--- config.mk ---
export PLATFORM = sky130hd
export DESIGN_NAME = pma_pmd_mmd_ctrl_status_regs
export DESIGN_NICKNAME = d
export VERILOG_FILES = /design/src/pma_regs_pkg.sv /design/src/pma_pmd_mmd_ctrl_status_regs.sv /design/src/link_latch_low.sv /design/src/pma_loopback.sv
export SDC_FILE = /design/constraint.sdc
export NUM_CORES = 1
export LEC_CHECK = 0
export ABC_AREA = 1
export BUFFER_PORTS_ARGS = -buffer_cell sky130_fd_sc_hd__buf_4
export CAP_MARGIN = 10
export CORE_MARGIN = 1.5
export CORE_UTILIZATION = 40
export CTS_BUF_LIST = sky130_fd_sc_hd__clkbuf_4
export CTS_CLUSTER_SIZE = 30
export DETAILED_ROUTE_END_ITERATION = 10
export PLACE_DENSITY = 0.76
export REMOVE_ABC_BUFFERS = 1
export SLEW_MARGIN = 15
export SYNTH_ARGS = -nofsm -noshare
export SYNTH_HDL_FRONTEND = slang
export SYNTH_SLANG_ARGS = --single-unit
export TNS_END_PERCENT = 10
--- constraint.sdc ---
create_clock -name clock -period 1.65 [get_ports clock]
set_input_delay 0.0825 -clock clock [delete_from_list [all_inputs] [get_ports clock]]
set_output_delay 0.0825 -clock clock [all_outputs]
set_load 0.005 [all_outputs]
--- src/pma_regs_pkg.sv ---
/*
 Constants, field positions and carrier types for the PMA/PMD
 management register set.
 Assumes an outside frame engine that delivers one decoded access
 per request.
*/
package pma_regs_pkg;

   // management device and register addresses
   localparam logic [4:0]  PMA_DEVAD          = 5'h01;
   localparam logic [15:0] ADDR_CONTROL_ONE   = 16'h0000;
   localparam logic [15:0] ADDR_STATUS_ONE    = 16'h0001;
   localparam logic [15:0] ADDR_DEVICES_LOW   = 16'h0005;
   localparam logic [15:0] ADDR_DEVICES_HIGH  = 16'h0006;
   localparam logic [15:0] ADDR_CONTROL_TWO   = 16'h0007;

   // field positions
   localparam int SOFT_RESET_BIT     = 15;
   localparam int POWER_DOWN_BIT     = 11;
   localparam int LOOPBACK_BIT       = 0;
   localparam int LINK_UP_BIT        = 2;
   localparam int PD_CAPABLE_BIT     = 1;
   localparam int TYPE_SELECT_WIDTH  = 7;

   // reset and constant values
   localparam logic [15:0] CONTROL_ONE_RESET  = 16'h0000;
   localparam logic [15:0] STATUS_ONE_RESET   = 16'h0002;
   localparam logic [15:0] DEVICES_LOW_VALUE  = 16'h008B;
   localparam logic [15:0] DEVICES_HIGH_VALUE = 16'hC000;
   localparam logic [6:0]  TYPE_SELECT_RESET  = 7'h3D;

   // soft reset duration
   localparam int CLOCK_PERIOD_NS    = 5;
   localparam int SOFT_RESET_TIME_NS = 100;
   localparam int SOFT_RESET_CYCLES  =
      (SOFT_RESET_TIME_NS + CLOCK_PERIOD_NS - 1) / CLOCK_PERIOD_NS;

   typedef enum logic [1:0] {
      SEQ_IDLE  = 2'b01,
      SEQ_RESET = 2'b10
   } reset_seq_t;

   typedef struct packed {
      logic        valid;
      logic        write;
      logic [4:0]  devad;
      logic [15:0] regad;
      logic [15:0] wdata;
   } mgmt_req_t;

   typedef struct packed {
      logic        valid;
      logic [15:0] rdata;
   } mgmt_rsp_t;

endpackage

--- src/pma_pmd_mmd_ctrl_status_regs.sv ---
/*
 PMA/PMD management register set: control, status, devices in
 package and type select, with soft reset sequencing, strap-driven
 power-down default, latch-low link status and local loopback.
 Assumes an outside frame engine that hands over one access at a
 time as a mgmt_req_t pulse, and answers reads for its own devad.
*/
`timescale 1ns/100ps

// Notes on behaviour
// - decode device address 0x01, registers 0x0000, 0x0001, 0x0005-0x0007
// - writing 1 to control one bit 15 reinitializes the device
// - soft reset bit self-clears; reads 1 only while reset runs
// - control one bit 11 puts the device in low-power mode
// - register access keeps working during power-down
// - power-down reset value follows the strap pin
// - loopback bit set: transmit data returned on receive path
// - loopback bit clear: normal receive path
// - status one bit 2 is link up, latched low until read
// - status one bit 1 always reads 1; reset value 0x0002
// - devices low word reads constant 0x8B
// - devices high word reads constant 0xC000
// - type select bits 6:0 act only in forced mode without autoneg
// - with autoneg enabled, type comes from autoneg result
// - type select resets to 0x3D; software can write any 7-bit code into it
// - control one reset value depends on the strap pin
module pma_pmd_mmd_ctrl_status_regs
   import pma_regs_pkg::*;
#(
   parameter int SYMBOL_WIDTH      = 4,
   parameter int RESET_HOLD_CYCLES = pma_regs_pkg::SOFT_RESET_CYCLES
) (
   // clock and reset
   input  wire logic                    clock,
   input  wire logic                    resetn,
   // management access
   input  pma_regs_pkg::mgmt_req_t      mgmt_req,
   output pma_regs_pkg::mgmt_rsp_t      mgmt_rsp,
   // strap
   input  wire logic                    power_down_strap_pin,
   // link and negotiation state
   input  wire logic                    link_up,
   input  wire logic                    autoneg_enable,
   input  wire logic                    forced_link_enable,
   input  wire logic [6:0]              autoneg_phy_type,
   // datapath
   input  wire logic [SYMBOL_WIDTH-1:0] tx_symbol,
   input  wire logic [SYMBOL_WIDTH-1:0] line_rx_symbol,
   output logic      [SYMBOL_WIDTH-1:0] rx_symbol,
   // device control
   output logic                         chip_reset_n,
   output logic                         soft_power_down_bit,
   output logic                         local_loopback_enable,
   output logic      [6:0]              active_phy_type
);
   import pma_regs_pkg::*;

   localparam int CNT_W = (RESET_HOLD_CYCLES > 1) ?
                          $clog2(RESET_HOLD_CYCLES) : 1;

   typedef struct packed {
      reset_seq_t        seq;
      logic [CNT_W-1:0]  count;
      logic              strap_taken;
      logic              strap_value;
      logic              power_down;
      logic              loopback;
      logic [6:0]        type_select;
      logic [6:0]        active_type;
      logic              chip_reset_n;
      mgmt_rsp_t         rsp;
   } state_t;

   localparam state_t STATE_RESET = '{
      seq:          SEQ_IDLE,
      count:        '0,
      strap_taken:  1'b0,
      strap_value:  1'b0,
      power_down:   CONTROL_ONE_RESET[POWER_DOWN_BIT],
      loopback:     CONTROL_ONE_RESET[LOOPBACK_BIT],
      type_select:  TYPE_SELECT_RESET,
      active_type:  TYPE_SELECT_RESET,
      chip_reset_n: 1'b1,
      rsp:          '0
   };

   state_t s_r;
   state_t s_nxt;

   logic link_latched;
   logic status_read;
   logic soft_active;

   // access to one register of this device
   function automatic logic hits(input mgmt_req_t req,
                                 input logic [15:0] addr);
      hits = req.valid && (req.devad == PMA_DEVAD)
             && (req.regad == addr);
   endfunction

   // read word for a register address, zero when unmapped
   function automatic logic [15:0] read_word(input logic [15:0] addr,
                                             input state_t st,
                                             input logic link_bit,
                                             input logic in_reset);
      logic [15:0] w;
      w = '0;
      if (addr == ADDR_CONTROL_ONE) begin
         w[SOFT_RESET_BIT] = in_reset;
         w[POWER_DOWN_BIT] = st.power_down;
         w[LOOPBACK_BIT]   = st.loopback;
      end else if (addr == ADDR_STATUS_ONE) begin
         w = STATUS_ONE_RESET;
         w[LINK_UP_BIT] = link_bit;
      end else if (addr == ADDR_DEVICES_LOW) begin
         w = DEVICES_LOW_VALUE;
      end else if (addr == ADDR_DEVICES_HIGH) begin
         w = DEVICES_HIGH_VALUE;
      end else if (addr == ADDR_CONTROL_TWO) begin
         w[TYPE_SELECT_WIDTH-1:0] = st.type_select;
      end
      read_word = w;
   endfunction

   assign soft_active = (s_r.seq == SEQ_RESET);
   assign status_read = hits(mgmt_req, ADDR_STATUS_ONE)
                        && !mgmt_req.write;

   always_comb begin
      s_nxt = s_r;
      s_nxt.rsp.valid = 1'b0;
      s_nxt.rsp.rdata = '0;

      // strap sampled on the first edge after reset release
      if (!s_r.strap_taken) begin
         s_nxt.strap_taken = 1'b1;
         s_nxt.strap_value = power_down_strap_pin;
         s_nxt.power_down  = power_down_strap_pin;
      end

      case (s_r.seq)
         SEQ_IDLE: begin
            if (hits(mgmt_req, ADDR_CONTROL_ONE) && mgmt_req.write) begin
               if (mgmt_req.wdata[SOFT_RESET_BIT]) begin
                  s_nxt.seq          = SEQ_RESET;
                  s_nxt.count        = CNT_W'(RESET_HOLD_CYCLES - 1);
                  s_nxt.chip_reset_n = 1'b0;
               end else begin
                  s_nxt.power_down = mgmt_req.wdata[POWER_DOWN_BIT];
                  s_nxt.loopback   = mgmt_req.wdata[LOOPBACK_BIT];
               end
            end
            if (hits(mgmt_req, ADDR_CONTROL_TWO) && mgmt_req.write) begin
               s_nxt.type_select =
                  mgmt_req.wdata[TYPE_SELECT_WIDTH-1:0];
            end
         end
         SEQ_RESET: begin
            // writes are dropped while the device reinitializes
            if (s_r.count == '0) begin
               s_nxt.seq          = SEQ_IDLE;
               s_nxt.chip_reset_n = 1'b1;
               s_nxt.power_down   = s_r.strap_value;
               s_nxt.loopback     = CONTROL_ONE_RESET[LOOPBACK_BIT];
               s_nxt.type_select  = TYPE_SELECT_RESET;
            end else begin
               s_nxt.count = s_r.count - CNT_W'(1);
            end
         end
         default: begin
            s_nxt.seq = SEQ_IDLE;
         end
      endcase

      // reads answered in every state, power-down included
      if (mgmt_req.valid && !mgmt_req.write
          && (mgmt_req.devad == PMA_DEVAD)) begin
         s_nxt.rsp.valid = 1'b1;
         s_nxt.rsp.rdata = read_word(mgmt_req.regad, s_r,
                                     link_latched, soft_active);
      end

      // type in use follows autoneg when enabled, else type select when forced, else 0x3D
      if (autoneg_enable) begin
         s_nxt.active_type = autoneg_phy_type;
      end else if (forced_link_enable) begin
         s_nxt.active_type = s_r.type_select;
      end else begin
         s_nxt.active_type = TYPE_SELECT_RESET;
      end
   end

   always_ff @(posedge clock) begin
      if (!resetn) begin
         s_r <= STATE_RESET;
      end else begin
         s_r <= s_nxt;
      end
   end

   link_latch_low u_link (
      .clock        (clock),
      .resetn       (resetn),
      .clear        (soft_active),
      .read_strobe  (status_read),
      .link_up      (link_up),
      .link_latched (link_latched)
   );

   pma_loopback #(
      .WIDTH (SYMBOL_WIDTH)
   ) u_loop (
      .clock           (clock),
      .resetn          (resetn),
      .loopback_enable (s_r.loopback),
      .tx_symbol       (tx_symbol),
      .line_rx_symbol  (line_rx_symbol),
      .rx_symbol       (rx_symbol)
   );

   assign mgmt_rsp              = s_r.rsp;
   assign chip_reset_n          = s_r.chip_reset_n;
   assign soft_power_down_bit   = s_r.power_down;
   assign local_loopback_enable = s_r.loopback;
   assign active_phy_type       = s_r.active_type;
endmodule

--- src/link_latch_low.sv ---
/*
 Latch-low link status flag.
 Assumes link_up and read_strobe are synchronous to clock.
*/
`timescale 1ns/100ps
module link_latch_low (
   // clock and reset
   input  wire logic clock,
   input  wire logic resetn,
   // control
   input  wire logic clear,
   input  wire logic read_strobe,
   // status
   input  wire logic link_up,
   output logic      link_latched
);
   typedef struct packed {
      logic latched;
   } latch_state_t;

   latch_state_t s_r;
   latch_state_t s_nxt;

   always_comb begin
      s_nxt = s_r;
      // a drop in the read cycle still wins
      if (clear) begin
         s_nxt.latched = 1'b0;
      end else if (read_strobe) begin
         s_nxt.latched = link_up;
      end else begin
         s_nxt.latched = s_r.latched & link_up;
      end
   end

   always_ff @(posedge clock) begin
      if (!resetn) begin
         s_r <= '0;
      end else begin
         s_r <= s_nxt;
      end
   end

   assign link_latched = s_r.latched;
endmodule

--- src/pma_loopback.sv ---
/*
 Receive path selector of the PMA: line data or looped transmit data.
 Assumes symbols are synchronous to clock.
*/
`timescale 1ns/100ps
module pma_loopback #(
   parameter int WIDTH = 4
) (
   // clock and reset
   input  wire logic             clock,
   input  wire logic             resetn,
   // mode
   input  wire logic             loopback_enable,
   // data
   input  wire logic [WIDTH-1:0] tx_symbol,
   input  wire logic [WIDTH-1:0] line_rx_symbol,
   output logic      [WIDTH-1:0] rx_symbol
);
   typedef struct packed {
      logic [WIDTH-1:0] rx;
   } loop_state_t;

   loop_state_t s_r;
   loop_state_t s_nxt;

   always_comb begin
      s_nxt = s_r;
      if (loopback_enable) begin
         s_nxt.rx = tx_symbol;
      end else begin
         s_nxt.rx = line_rx_symbol;
      end
   end

   always_ff @(posedge clock) begin
      if (!resetn) begin
         s_r <= '0;
      end else begin
         s_r <= s_nxt;
      end
   end

   assign rx_symbol = s_r.rx;
endmodule

==> results of run 1 <==
cells by family (layout without fill, tap and decap cells):
family | count (synthesis) | after routing | share of synthesized area [%]
simple gates | 157 | 157 | 31.4
buf+inv | 67 | 154 | 16.0
flops | 43 | 43 | 38.5
compound gates | 39 | 39 | 10.4
fa+ha+maj | 4 | 4 | 2.24
xor+xnor | 3 | 3 | 1.18
other cells | 1 | 5 | 0.168
power groups by stage:
stage / Combinational (µW) / Sequential, µW / Clock [µW]
floorplan: 64.9 / 1090 / 0
global placement: 209 / 1090 / 0
detailed placement: 214 / 1090 / 0
CTS: 261 / 1060 / 536
global route: 302 / 1070 / 577
finish: 275 / 1060 / 523
area by class of cell:
type	count	area (µm²)
Clock buffer	6	45.0
Clock inverter	2	12.5
Fill cell	515	2370
Inverter	38	148
Multi-Input combinational cell	208	1040
Sequential cell	43	862
Tap cell	72	90.1
Timing Repair Buffer	108	872
critical path, cell delays in order:
cell and delay, ns:
sky130_fd_sc_hd__dlygate4sd3_1 0.54, sky130_fd_sc_hd__buf_6 0.21, sky130_fd_sc_hd__clkinvlp_4 0.20, sky130_fd_sc_hd__a21oi_1 0.15
sky130_fd_sc_hd__dlygate4sd3_1 0.57, sky130_fd_sc_hd__nand2_1 0.06
sequential cells by signal (all words and copies together), names as in the netlist:
name,cells
local_loopback_enable,1
u_link.link_latched,1
active_phy_type,7
u_loop.rx_symbol,4
soft_power_down_bit,1
mgmt_rsp,12
s_r,16
chip_reset_n,1
cell usage in the layout, fill, tap and decap left out, types with 2 or more instances in the layout:
cell / Yosys / final
sky130_fd_sc_hd__nor2_4: 2 / 2
sky130_fd_sc_hd__dlygate4sd3_1: 0 / 24
sky130_fd_sc_hd__inv_2: 2 / 4
sky130_fd_sc_hd__nor3_1: 5 / 5
sky130_fd_sc_hd__buf_4: 24 / 82
sky130_fd_sc_hd__nand2_1: 65 / 65
sky130_fd_sc_hd__o21ai_0: 12 / 12
sky130_fd_sc_hd__clkinv_2: 1 / 2
sky130_fd_sc_hd__xnor2_1: 2 / 2
sky130_fd_sc_hd__nor2_2: 4 / 5
sky130_fd_sc_hd__conb_1: 1 / 5
sky130_fd_sc_hd__nor2_1: 46 / 45
sky130_fd_sc_hd__a21oi_1: 17 / 17
sky130_fd_sc_hd__nand3_1: 25 / 24
sky130_fd_sc_hd__inv_1: 35 / 32
sky130_fd_sc_hd__clkinvlp_4: 0 / 2
sky130_fd_sc_hd__clkbuf_4: 0 / 6
sky130_fd_sc_hd__a21oi_2: 3 / 3
sky130_fd_sc_hd__ha_1: 4 / 3
sky130_fd_sc_hd__nand2_4: 3 / 3
sky130_fd_sc_hd__dfxtp_1: 43 / 42
sky130_fd_sc_hd__nand3_2: 2 / 3
per-layer routing:
| layer | vias up | track usage [%] |
|---|---|---|
| met3 | 5 | 3.88 |
| met1 | 1017 | 20.4 |
| met2 | 55 | 35.6 |
| li1 | 1147 | - |
| met5 | - | 0 |
| met4 | 0 | 6.36 |
repair_timing:
| action | CTS | global route |
|---|---|---|
| hold buffers | 24 | 0 |
| resized for setup | 0 | 8 |
| endpoints found under the setup margin | 0 | 14 |
| hold endpoints to repair | 13 | 0 |
| buffers inserted | 0 | 4 |
how the worst max path moves through the flow:
stage,startpoint,endpoint,depth (start not counted)
after floorplan,s_r[42],s_r[36],10
after global placement,s_r[42],s_r[37],10
after detailed placement,s_r[42],s_r[40],10
after CTS,resetn,active_phy_type[5],6
after global routing,s_r[36],chip_reset_n,9
final,resetn,active_phy_type[4],6
per-stage QoR:
step	instance area, µm²	total power [µW]	setup WS [ns]	hold WS, ns
floorplan	2030	1150	0.220	0.110
global placement	2730	1290	0.159	0.300
detailed placement	2730	1300	0.120	0.302
CTS	3020	1860	0.0286	0.00281
global route	3070	1940	0.0176	0.00711
finish	3070	1860	0.0852	0.0159
==> flow_summary.yaml, run 1 <==
pwr:
  clkPwrFrac_pct: 28.1
  p_int_uw: 1410
  power-per-cell-area_nw_per_um2: 606
  pwr-share-seq_pct: 57.1
  part_of_the_total_power_dissipated_in_combinational_logic_pct: 14.8
  ir_worst_vdd_mv: 0.445
  total_leakage_power_uw: 0.00153
  power.switching_fraction_pct: 24.5
  total_switching_power_uw: 455
cts:
  clk-insertion-delay-late_ns: 0.35
  clockBufferDepth: 2
  cts_root_buffer: "sky130_fd_sc_hd__clkbuf_4"
  path_clk_slew_ns: 0.13
  cts-buffers-inserted: 5
  clock_sink_count: 43
  htree_levels: 2
  tritoncts: "built"
sta:
  setup-tns-final_ns: 0
  skew_ns: 0.00882
  final_number_of_hold_violating_endpoints: 0
  report.final.slew_viol_count: 0
  maxClockFrequency_ghz: 0.639
  setup_violations: 0
  grt_setup_unrepaired: "no"
  timing.final.crit_share_pct: 94.8
  post-route-min-period_ns: 1.56
layout:
  final_nets: 468
  final_cell_count_without_fillers: 477
  drive_gt1_share_pct: 29.4
  fin_util_pct: 56.4
  antennaDiodeCount: 0
  syn2layout_area_growth_pct: 37.4
synth:
  syn-instance-count: 314
  yosys_most_used_dff: "sky130_fd_sc_hd__dfxtp_1"
  ys_seq_elements: 43
  synth_top_area_cell: "sky130_fd_sc_hd__dfxtp_1"
  synth_area_per_cell_um2: 7.11
  netlist-cell-type-count: 34
  seq_area_frac_synth_pct: 38.5
  yosysWarnings: 0
  synth-async-reset-ratio_pct: 0
  synthTopCellsByCount: "sky130_fd_sc_hd__nand2_1 (65), sky130_fd_sc_hd__nor2_1 (46), sky130_fd_sc_hd__dfxtp_1 (43)"
  synthDominantCellAreaShare_pct: 38.5
  synth_top_cells_by_area: "sky130_fd_sc_hd__dfxtp_1 (39%), sky130_fd_sc_hd__nand2_1 (11%), sky130_fd_sc_hd__buf_4 (8.1%), sky130_fd_sc_hd__nor2_1 (7.7%), sky130_fd_sc_hd__inv_1 (5.9%)"
  synth-edff-count: 0
  yosys.cell_count.top_type: "sky130_fd_sc_hd__nand2_1"
  syn_area_um2: 2230
routing:
  post_drt_via_cell_ratio: 4.66
  met1Wirelength_mm: 2.23
  vias: 2224
  top_metal_used: "met4"
  routed_length_per_placed_instance_um: 11.3
  final_routed_wirelength_across_all_metal_layers_mm: 5.40
  drc: 0
  wl_met2_mm: 2.87
  met3WireLength_um: 262
  drt_iter0_markers: 115
  drt_pass1_iterations: 4
  antenna_left: 0
worst_setup_path:
  setup.worst_path.start_class: "input port"
  reg2reg_setup_slack_ns: 0.16
  worst_setup_path_end_kind: "register"
  timing_worst_setup_path_type: "input port to register"
  r2r_end: "chip_reset_n"
  timing.rr.start: "s_r[36]"
  worstPathMaxFanout: 22
  timing.critical_path.required_ns: 1.90
  r2r_cells: 9
  cp.arrival_ns: 1.82
die:
  design.portCount: 91
  initial_cell_density_of_the_core_pct: 41.1
  core_um2: 5440
  die_y_um: 77.7
  total_die_area_um2: 6040
  rows: 27
  chipWidth_um: 77.7
hold_path:
  holdPathStages: 4
  worst_hold_path.endpoint: "mgmt_rsp[1]"
  min-delay-start: "mgmt_req[19]"
  hold_path.class: "input port to register"
place:
  numPlacedInstances: 441
  hpwlAfterDp_mm: 3.94
  buffer_ports.inserted: 78
  gp_congestion: 0.863
global_route:
  largest_net_degree_at_the_start_of_global_routing: 23
  grt.overflow.total: 0
  track_usage_pct: 18.8
  antenna_found_initial: 0
  vias_in_the_first_global_route: 2166
  grt_first_pass_wirelength_mm: 9.16
run:
  drv.max_cap_violation_count: 0
run_status:
  status: "finished clean"
Power figures use the tool's default switching activity.
==> run 2: changes to the inputs <==
==> constraint.sdc (replaced) <==
create_clock -name clock -period 1.55 [get_ports clock]
set_input_delay 0.0775 -clock clock [delete_from_list [all_inputs] [get_ports clock]]
set_output_delay 0.0775 -clock clock [all_outputs]
set_load 0.005 [all_outputs]
==> run 2 against run 1 <==
  * Sequential cell count unchanged
  * Non-clock buffer count down 6
  * Clock-buffer cell count unchanged
  * Largest cell class unchanged
==> flow_summary.yaml, run 2 (synthesis results as in run 1) <==
hold_path:
  holdPathStages: 3
  worst_hold_path.endpoint: "active_phy_type[1]"
  hold_path.class: "input port to register"
  min-delay-start: "forced_link_enable"
worst_setup_path:
  r2r_end: "s_r[36]"
  crit_top_cell: "sky130_fd_sc_hd__nor2_4"
  worstPathBufferInverterCount: 2
  critPathTopFamily: "simple AND/OR/NAND/NOR gates"
  timing.critical_path.required_ns: 1.79
  r2r_cells: 10
  worstPathMaxFanout: 6
  worst_setup_path_end_kind: "register"
  cp.arrival_ns: 1.70
  setup.worst_path.start_class: "register"
  timing_worst_setup_path_type: "register to register"
  reg2reg_setup_slack_ns: 0.09
  timing.rr.start: "s_r[36]"
  slowest_stage: "sky130_fd_sc_hd__dfxtp_2"
  critical-path-max-stage-delay_ns: 0.37
  crit_path_cell_trace: "inv_1, ha_1, nand2_2, nor2_4, nand2_1, nand3_1, inv_2, nand2_4, nor2_4, a21oi_2"
die:
  die_y_um: 77.7
  chipWidth_um: 77.7
  rows: 27
  total_die_area_um2: 6040
  core_um2: 5440
  initial_cell_density_of_the_core_pct: 41.1
  design.portCount: 91
routing:
  drt_iter0_markers: 53
  antenna_left: 0
  drc: 0
  routed_length_per_placed_instance_um: 11.2
  final_routed_wirelength_across_all_metal_layers_mm: 5.26
  post_drt_via_cell_ratio: 4.59
  vias: 2161
  drt_pass1_iterations: 4
sta:
  grt_setup_unrepaired: "yes"
  maxClockFrequency_ghz: 0.685
  skew_ns: 0.00591
  final_number_of_hold_violating_endpoints: 0
  post-route-min-period_ns: 1.46
  timing.final.crit_share_pct: 94.2
  setup_violations: 0
  report.final.slew_viol_count: 0
cts:
  clockBufferDepth: 2
  path_clk_slew_ns: 0.12
  clock_sink_count: 43
  clk-insertion-delay-late_ns: 0.33
  htree_levels: 2
  cts-buffers-inserted: 5
  cts_setup_buffers: 0
  tritoncts: "built"
  cts_root_buffer: "sky130_fd_sc_hd__clkbuf_4"
global_route:
  groute.layer.met1.usage_pct: 20.3
  global_route_track_usage_on_met2_pct: 35.3
  track_usage_pct: 18.5
  gr-usage-met3_pct: 3.65
  top_usage_layer: "met2"
  vias_in_the_first_global_route: 2109
  antenna_found_initial: 0
  grt_first_pass_wirelength_mm: 9.05
  grt.overflow.total: 0
  largest_net_degree_at_the_start_of_global_routing: 23
place:
  buffer_ports.inserted: 78
  placed_area_um2: 2730
  gp_congestion: 0.864
  hpwlAfterDp_mm: 3.91
layout:
  top_register: "s_r"
  largest_register_ffs: 16
  drive_gt1_share_pct: 30.1
  final_nets: 462
  layout_commonest_cell: "sky130_fd_sc_hd__buf_4"
  syn2layout_area_growth_pct: 35.3
  design_area_um2: 3020
  antennaDiodeCount: 0
  mostFrequentLayoutCells: "sky130_fd_sc_hd__buf_4 (81), sky130_fd_sc_hd__nand2_1 (64), sky130_fd_sc_hd__nor2_1 (45)"
run:
  drv.max_cap_violation_count: 0
pwr:
  power-per-cell-area_nw_per_um2: 642
  total_leakage_power_uw: 0.00150
  p_total_uw: 1940
  ir_worst_vdd_mv: 0.290
run_status:
  status: "finished clean"
## run 2: metrics by stage
stage                     util, %  setup WS [ns]  setup TNS (ns)  instances  hold slack (ns)
after floorplan                 -          0.120               0        289            0.105
after global placement       50.2         0.0638               0        442            0.295
after detailed placement     50.2         0.0382               0        442            0.297
after CTS                    55.2         0.0125               0        471          0.00283
after global routing         55.6       -0.00788         -0.0135        471           0.0130
final                        55.6         0.0903               0        471           0.0206
## run 2: layout make-up
cell class,count,area [µm²]
fill,517,2420
multi-input combinational,208,1050
sequential,43,865
timing repair buffer,102,818
inverter,38,144
tap,72,90.1
clock buffer,6,45.0
clock inverter,2,12.5
## run 2: metal layers
metal	wire length (µm)	vias up
met1	2160	952
met2	2770	66
met3	258	10
met4	80	0
li1	-	1133
met5	0	-
## run 2: what timing repair did
item / in CTS / in global routing
hold buffers: 21 / 0
resized for setup: 0 / 12
setup endpoints to repair: 0 / 18
hold endpoints to repair: 13 / 0
## run 2: how the worst max path moves through the flow
stage,endpoint,from,cells past startpoint,slack (ns)
CTS,s_r[37],s_r[42],10,0.01
floorplan,s_r[36],s_r[42],10,0.12
global route,s_r[40],s_r[42],10,-0.008
finish,s_r[36],s_r[36],10,0.09
global placement,s_r[37],s_r[42],10,0.06
detailed placement,s_r[37],s_r[42],10,0.04
## run 2: report_power, final
group          internal, µW  switching, µW  total [µW]
combinational           166            110         276
clock                   193            339         532
sequential             1130           6.36        1130
total                  1480            455        1940
## run 2: worst min-delay path, delay by kind of cell
kind            cells  cell delay (ns)
compound gates      1             0.07
buf+inv             1             0.09
simple gates        1             0.09
==> run 3: changes to the inputs <==
==> constraint.sdc (replaced) <==
create_clock -name clock -period 1.55 [get_ports clock]
set_input_delay 0.31 -clock clock [delete_from_list [all_inputs] [get_ports clock]]
set_output_delay 0.31 -clock clock [all_outputs]
set_load 0.005 [all_outputs]
==> run 3 against run 2 <==
  * Sequential share of layout area up 1.5 points
  * Clock-buffer cell count down 1
  * Clock power up 34%
  * Critical path depth down 1
  * Global-route usage down 1.4 points
  * Largest cell class unchanged
  * Largest power group unchanged
  * First-iteration DRC count up 36%
  * Critical endpoint is now local_loopback_enable
  * Sequential cell count unchanged
==> flow_summary.yaml, run 3 (synthesis results as in run 1) <==
run:
  drv.max_cap_violation_count: 0
hold_path:
  holdPathStages: 3
  hold_path.class: "input port to register"
layout:
  fill_cells: 530
  top_register: "s_r"
  antennaDiodeCount: 0
  layout_commonest_cell: "sky130_fd_sc_hd__buf_4"
  mostFrequentLayoutCells: "sky130_fd_sc_hd__buf_4 (85), sky130_fd_sc_hd__nand2_1 (64), sky130_fd_sc_hd__nor2_1 (44)"
  drive_gt1_share_pct: 31.9
  largest_register_ffs: 16
  syn2layout_area_growth_pct: 28.3
  final_nets: 445
  design_area_um2: 2870
  final_cell_count_without_fillers: 454
pwr:
  total_leakage_power_uw: 0.00144
  power-per-cell-area_nw_per_um2: 724
  ir_worst_vdd_mv: 0.511
cts:
  clk-insertion-delay-late_ns: 0.36
  tritoncts: "built"
  clock_sink_count: 43
  clockBufferDepth: 2
  cts-buffers-inserted: 5
  postCtsHoldBufs: 0
  htree_levels: 2
  cts_root_buffer: "sky130_fd_sc_hd__clkbuf_4"
  path_clk_slew_ns: 0.13
  cts_setup_buffers: 0
worst_setup_path:
  crit_top_cell: "sky130_fd_sc_hd__inv_1"
  timing_worst_setup_path_type: "register to register"
  timing.rr.start: "s_r[42]"
  worst_setup_path_end_kind: "register"
  r2r_cells: 9
  worstSetupStartpoint: "s_r[42]"
  reg2reg_setup_slack_ns: 0.09
  cp.arrival_ns: 1.76
  setup.worst_path.end: "local_loopback_enable"
  slowest_stage: "sky130_fd_sc_hd__dfxtp_1"
  timing.critical_path.required_ns: 1.85
  worstPathMaxFanout: 5
  critical-path-max-stage-delay_ns: 0.35
  crit_path_cell_trace: "inv_1, ha_1, inv_2, nor2_2, inv_1, buf_4, nor3_1, nand3_1, a21oi_1"
  r2r_end: "local_loopback_enable"
  setup.worst_path.start_class: "register"
sta:
  hold_slack_ns: 0.153
  report.final.slew_viol_count: 0
  timing.final.crit_share_pct: 94.2
  post-route-min-period_ns: 1.46
  maxClockFrequency_ghz: 0.685
  setup_violations: 0
  grt_setup_unrepaired: "no"
  final_critical_path_setup_slack_ns: 0.0900
  final_number_of_hold_violating_endpoints: 0
  skew_ns: 0.00924
routing:
  routed_length_per_placed_instance_um: 11.1
  antenna_left: 0
  vias: 2138
  final_routed_wirelength_across_all_metal_layers_mm: 5.03
  drt_iter0_markers: 72
  drt_pass1_iterations: 4
  post_drt_via_cell_ratio: 4.71
  drc: 0
place:
  buffer_ports.inserted: 78
  gp_congestion: 0.893
  hpwlAfterDp_mm: 4.01
  numPlacedInstances: 446
  placed_area_um2: 2760
  pre_cts_slack_ns: -0.0108
die:
  initial_cell_density_of_the_core_pct: 41.1
  total_die_area_um2: 6040
  die_y_um: 77.7
  chipWidth_um: 77.7
  rows: 27
  core_um2: 5440
  design.portCount: 91
global_route:
  vias_in_the_first_global_route: 2062
  track_usage_pct: 17.2
  largest_net_degree_at_the_start_of_global_routing: 23
  grt_first_pass_wirelength_mm: 8.40
  antenna_found_initial: 0
  grt.overflow.total: 0
run_status:
  status: "finished clean"
[run 3: cell types whose count changed in the layout (fill, tap and decap cells not counted)]
| cell | change |
|---|---|
| sky130_fd_sc_hd__nor2_1 | -1 |
| sky130_fd_sc_hd__dlygate4sd3_1 | -21 |
| sky130_fd_sc_hd__buf_4 | +4 |
| sky130_fd_sc_hd__bufinv_16 | +1 |
| sky130_fd_sc_hd__inv_2 | -1 |
| sky130_fd_sc_hd__nor2_2 | +1 |
| sky130_fd_sc_hd__clkbuf_4 | -1 |
| sky130_fd_sc_hd__clkinv_4 | +1 |
| sky130_fd_sc_hd__clkinvlp_4 | -1 |
| sky130_fd_sc_hd__inv_1 | +1 |
| sky130_fd_sc_hd__dfxtp_2 | -2 |
| sky130_fd_sc_hd__dfxtp_1 | +2 |
[run 3: routing by layer]
layer  track usage [%]  vias to the layer above  wire length [µm]
met5                 0                        -                 0
met4              6.55                        0                59
met3              4.00                        9               311
met2              32.8                       78              2640
met1              17.9                      958              2020
li1                  -                     1093                 -
[run 3: critical path, delay by kind of cell (launching register included)]
kind	cells	cell delay (ns)
AO/OA/AOI/OAI	1	0.14
adder cells (fa/ha/maj)	1	0.17
buffers and inverters	4	0.34
flip-flops	1	0.35
AND/OR/NAND/NOR	3	0.41
[run 3: worst min-delay path by stage]
stage                             start            endpoint  slack [ns]
finish              autoneg_phy_type[4]  active_phy_type[4]        0.15
global route        autoneg_phy_type[4]  active_phy_type[4]        0.15
CTS                 autoneg_phy_type[4]  active_phy_type[4]        0.15
detailed placement              s_r[30]         mgmt_rsp[5]        0.44
global placement                s_r[30]         mgmt_rsp[5]        0.44
floorplan                        resetn             s_r[35]        0.34
[run 3: layout make-up]
class	count	area [µm²]	share of cell area (%)
clock buffer	5	37.5	1.31
clock inverter	3	43.8	1.53
inverter	38	144	5.02
multi-input combinational	208	1050	36.6
sequential	43	862	30.1
tap	72	90.1	3.14
timing repair buffer	85	638	22.3
[run 3: repair_timing]
action                                  4_1_cts  5_1_grt
hold endpoints to repair                      0        0
gates resized for setup                       0       10
endpoints found under the setup margin        0       16
[run 3: metrics by stage]
step                      power [µW]  TNS, ns  util [%]
after floorplan                 1230        0         -
after global placement          1380        0      50.8
after detailed placement        1390  -0.0241      50.8
after CTS                       2090        0      52.3
after global routing            2160        0      52.7
final                           2080        0      52.7
[run 3: power breakdown]
group | switching, µW | internal [µW] | leakage (µW) | total, µW
clock | 373 | 339 | 0.0000452 | 713
combinational | 99.3 | 132 | 0.00104 | 232
sequential | 6.23 | 1130 | 0.000351 | 1130
total | 479 | 1600 | 0.00144 | 2080
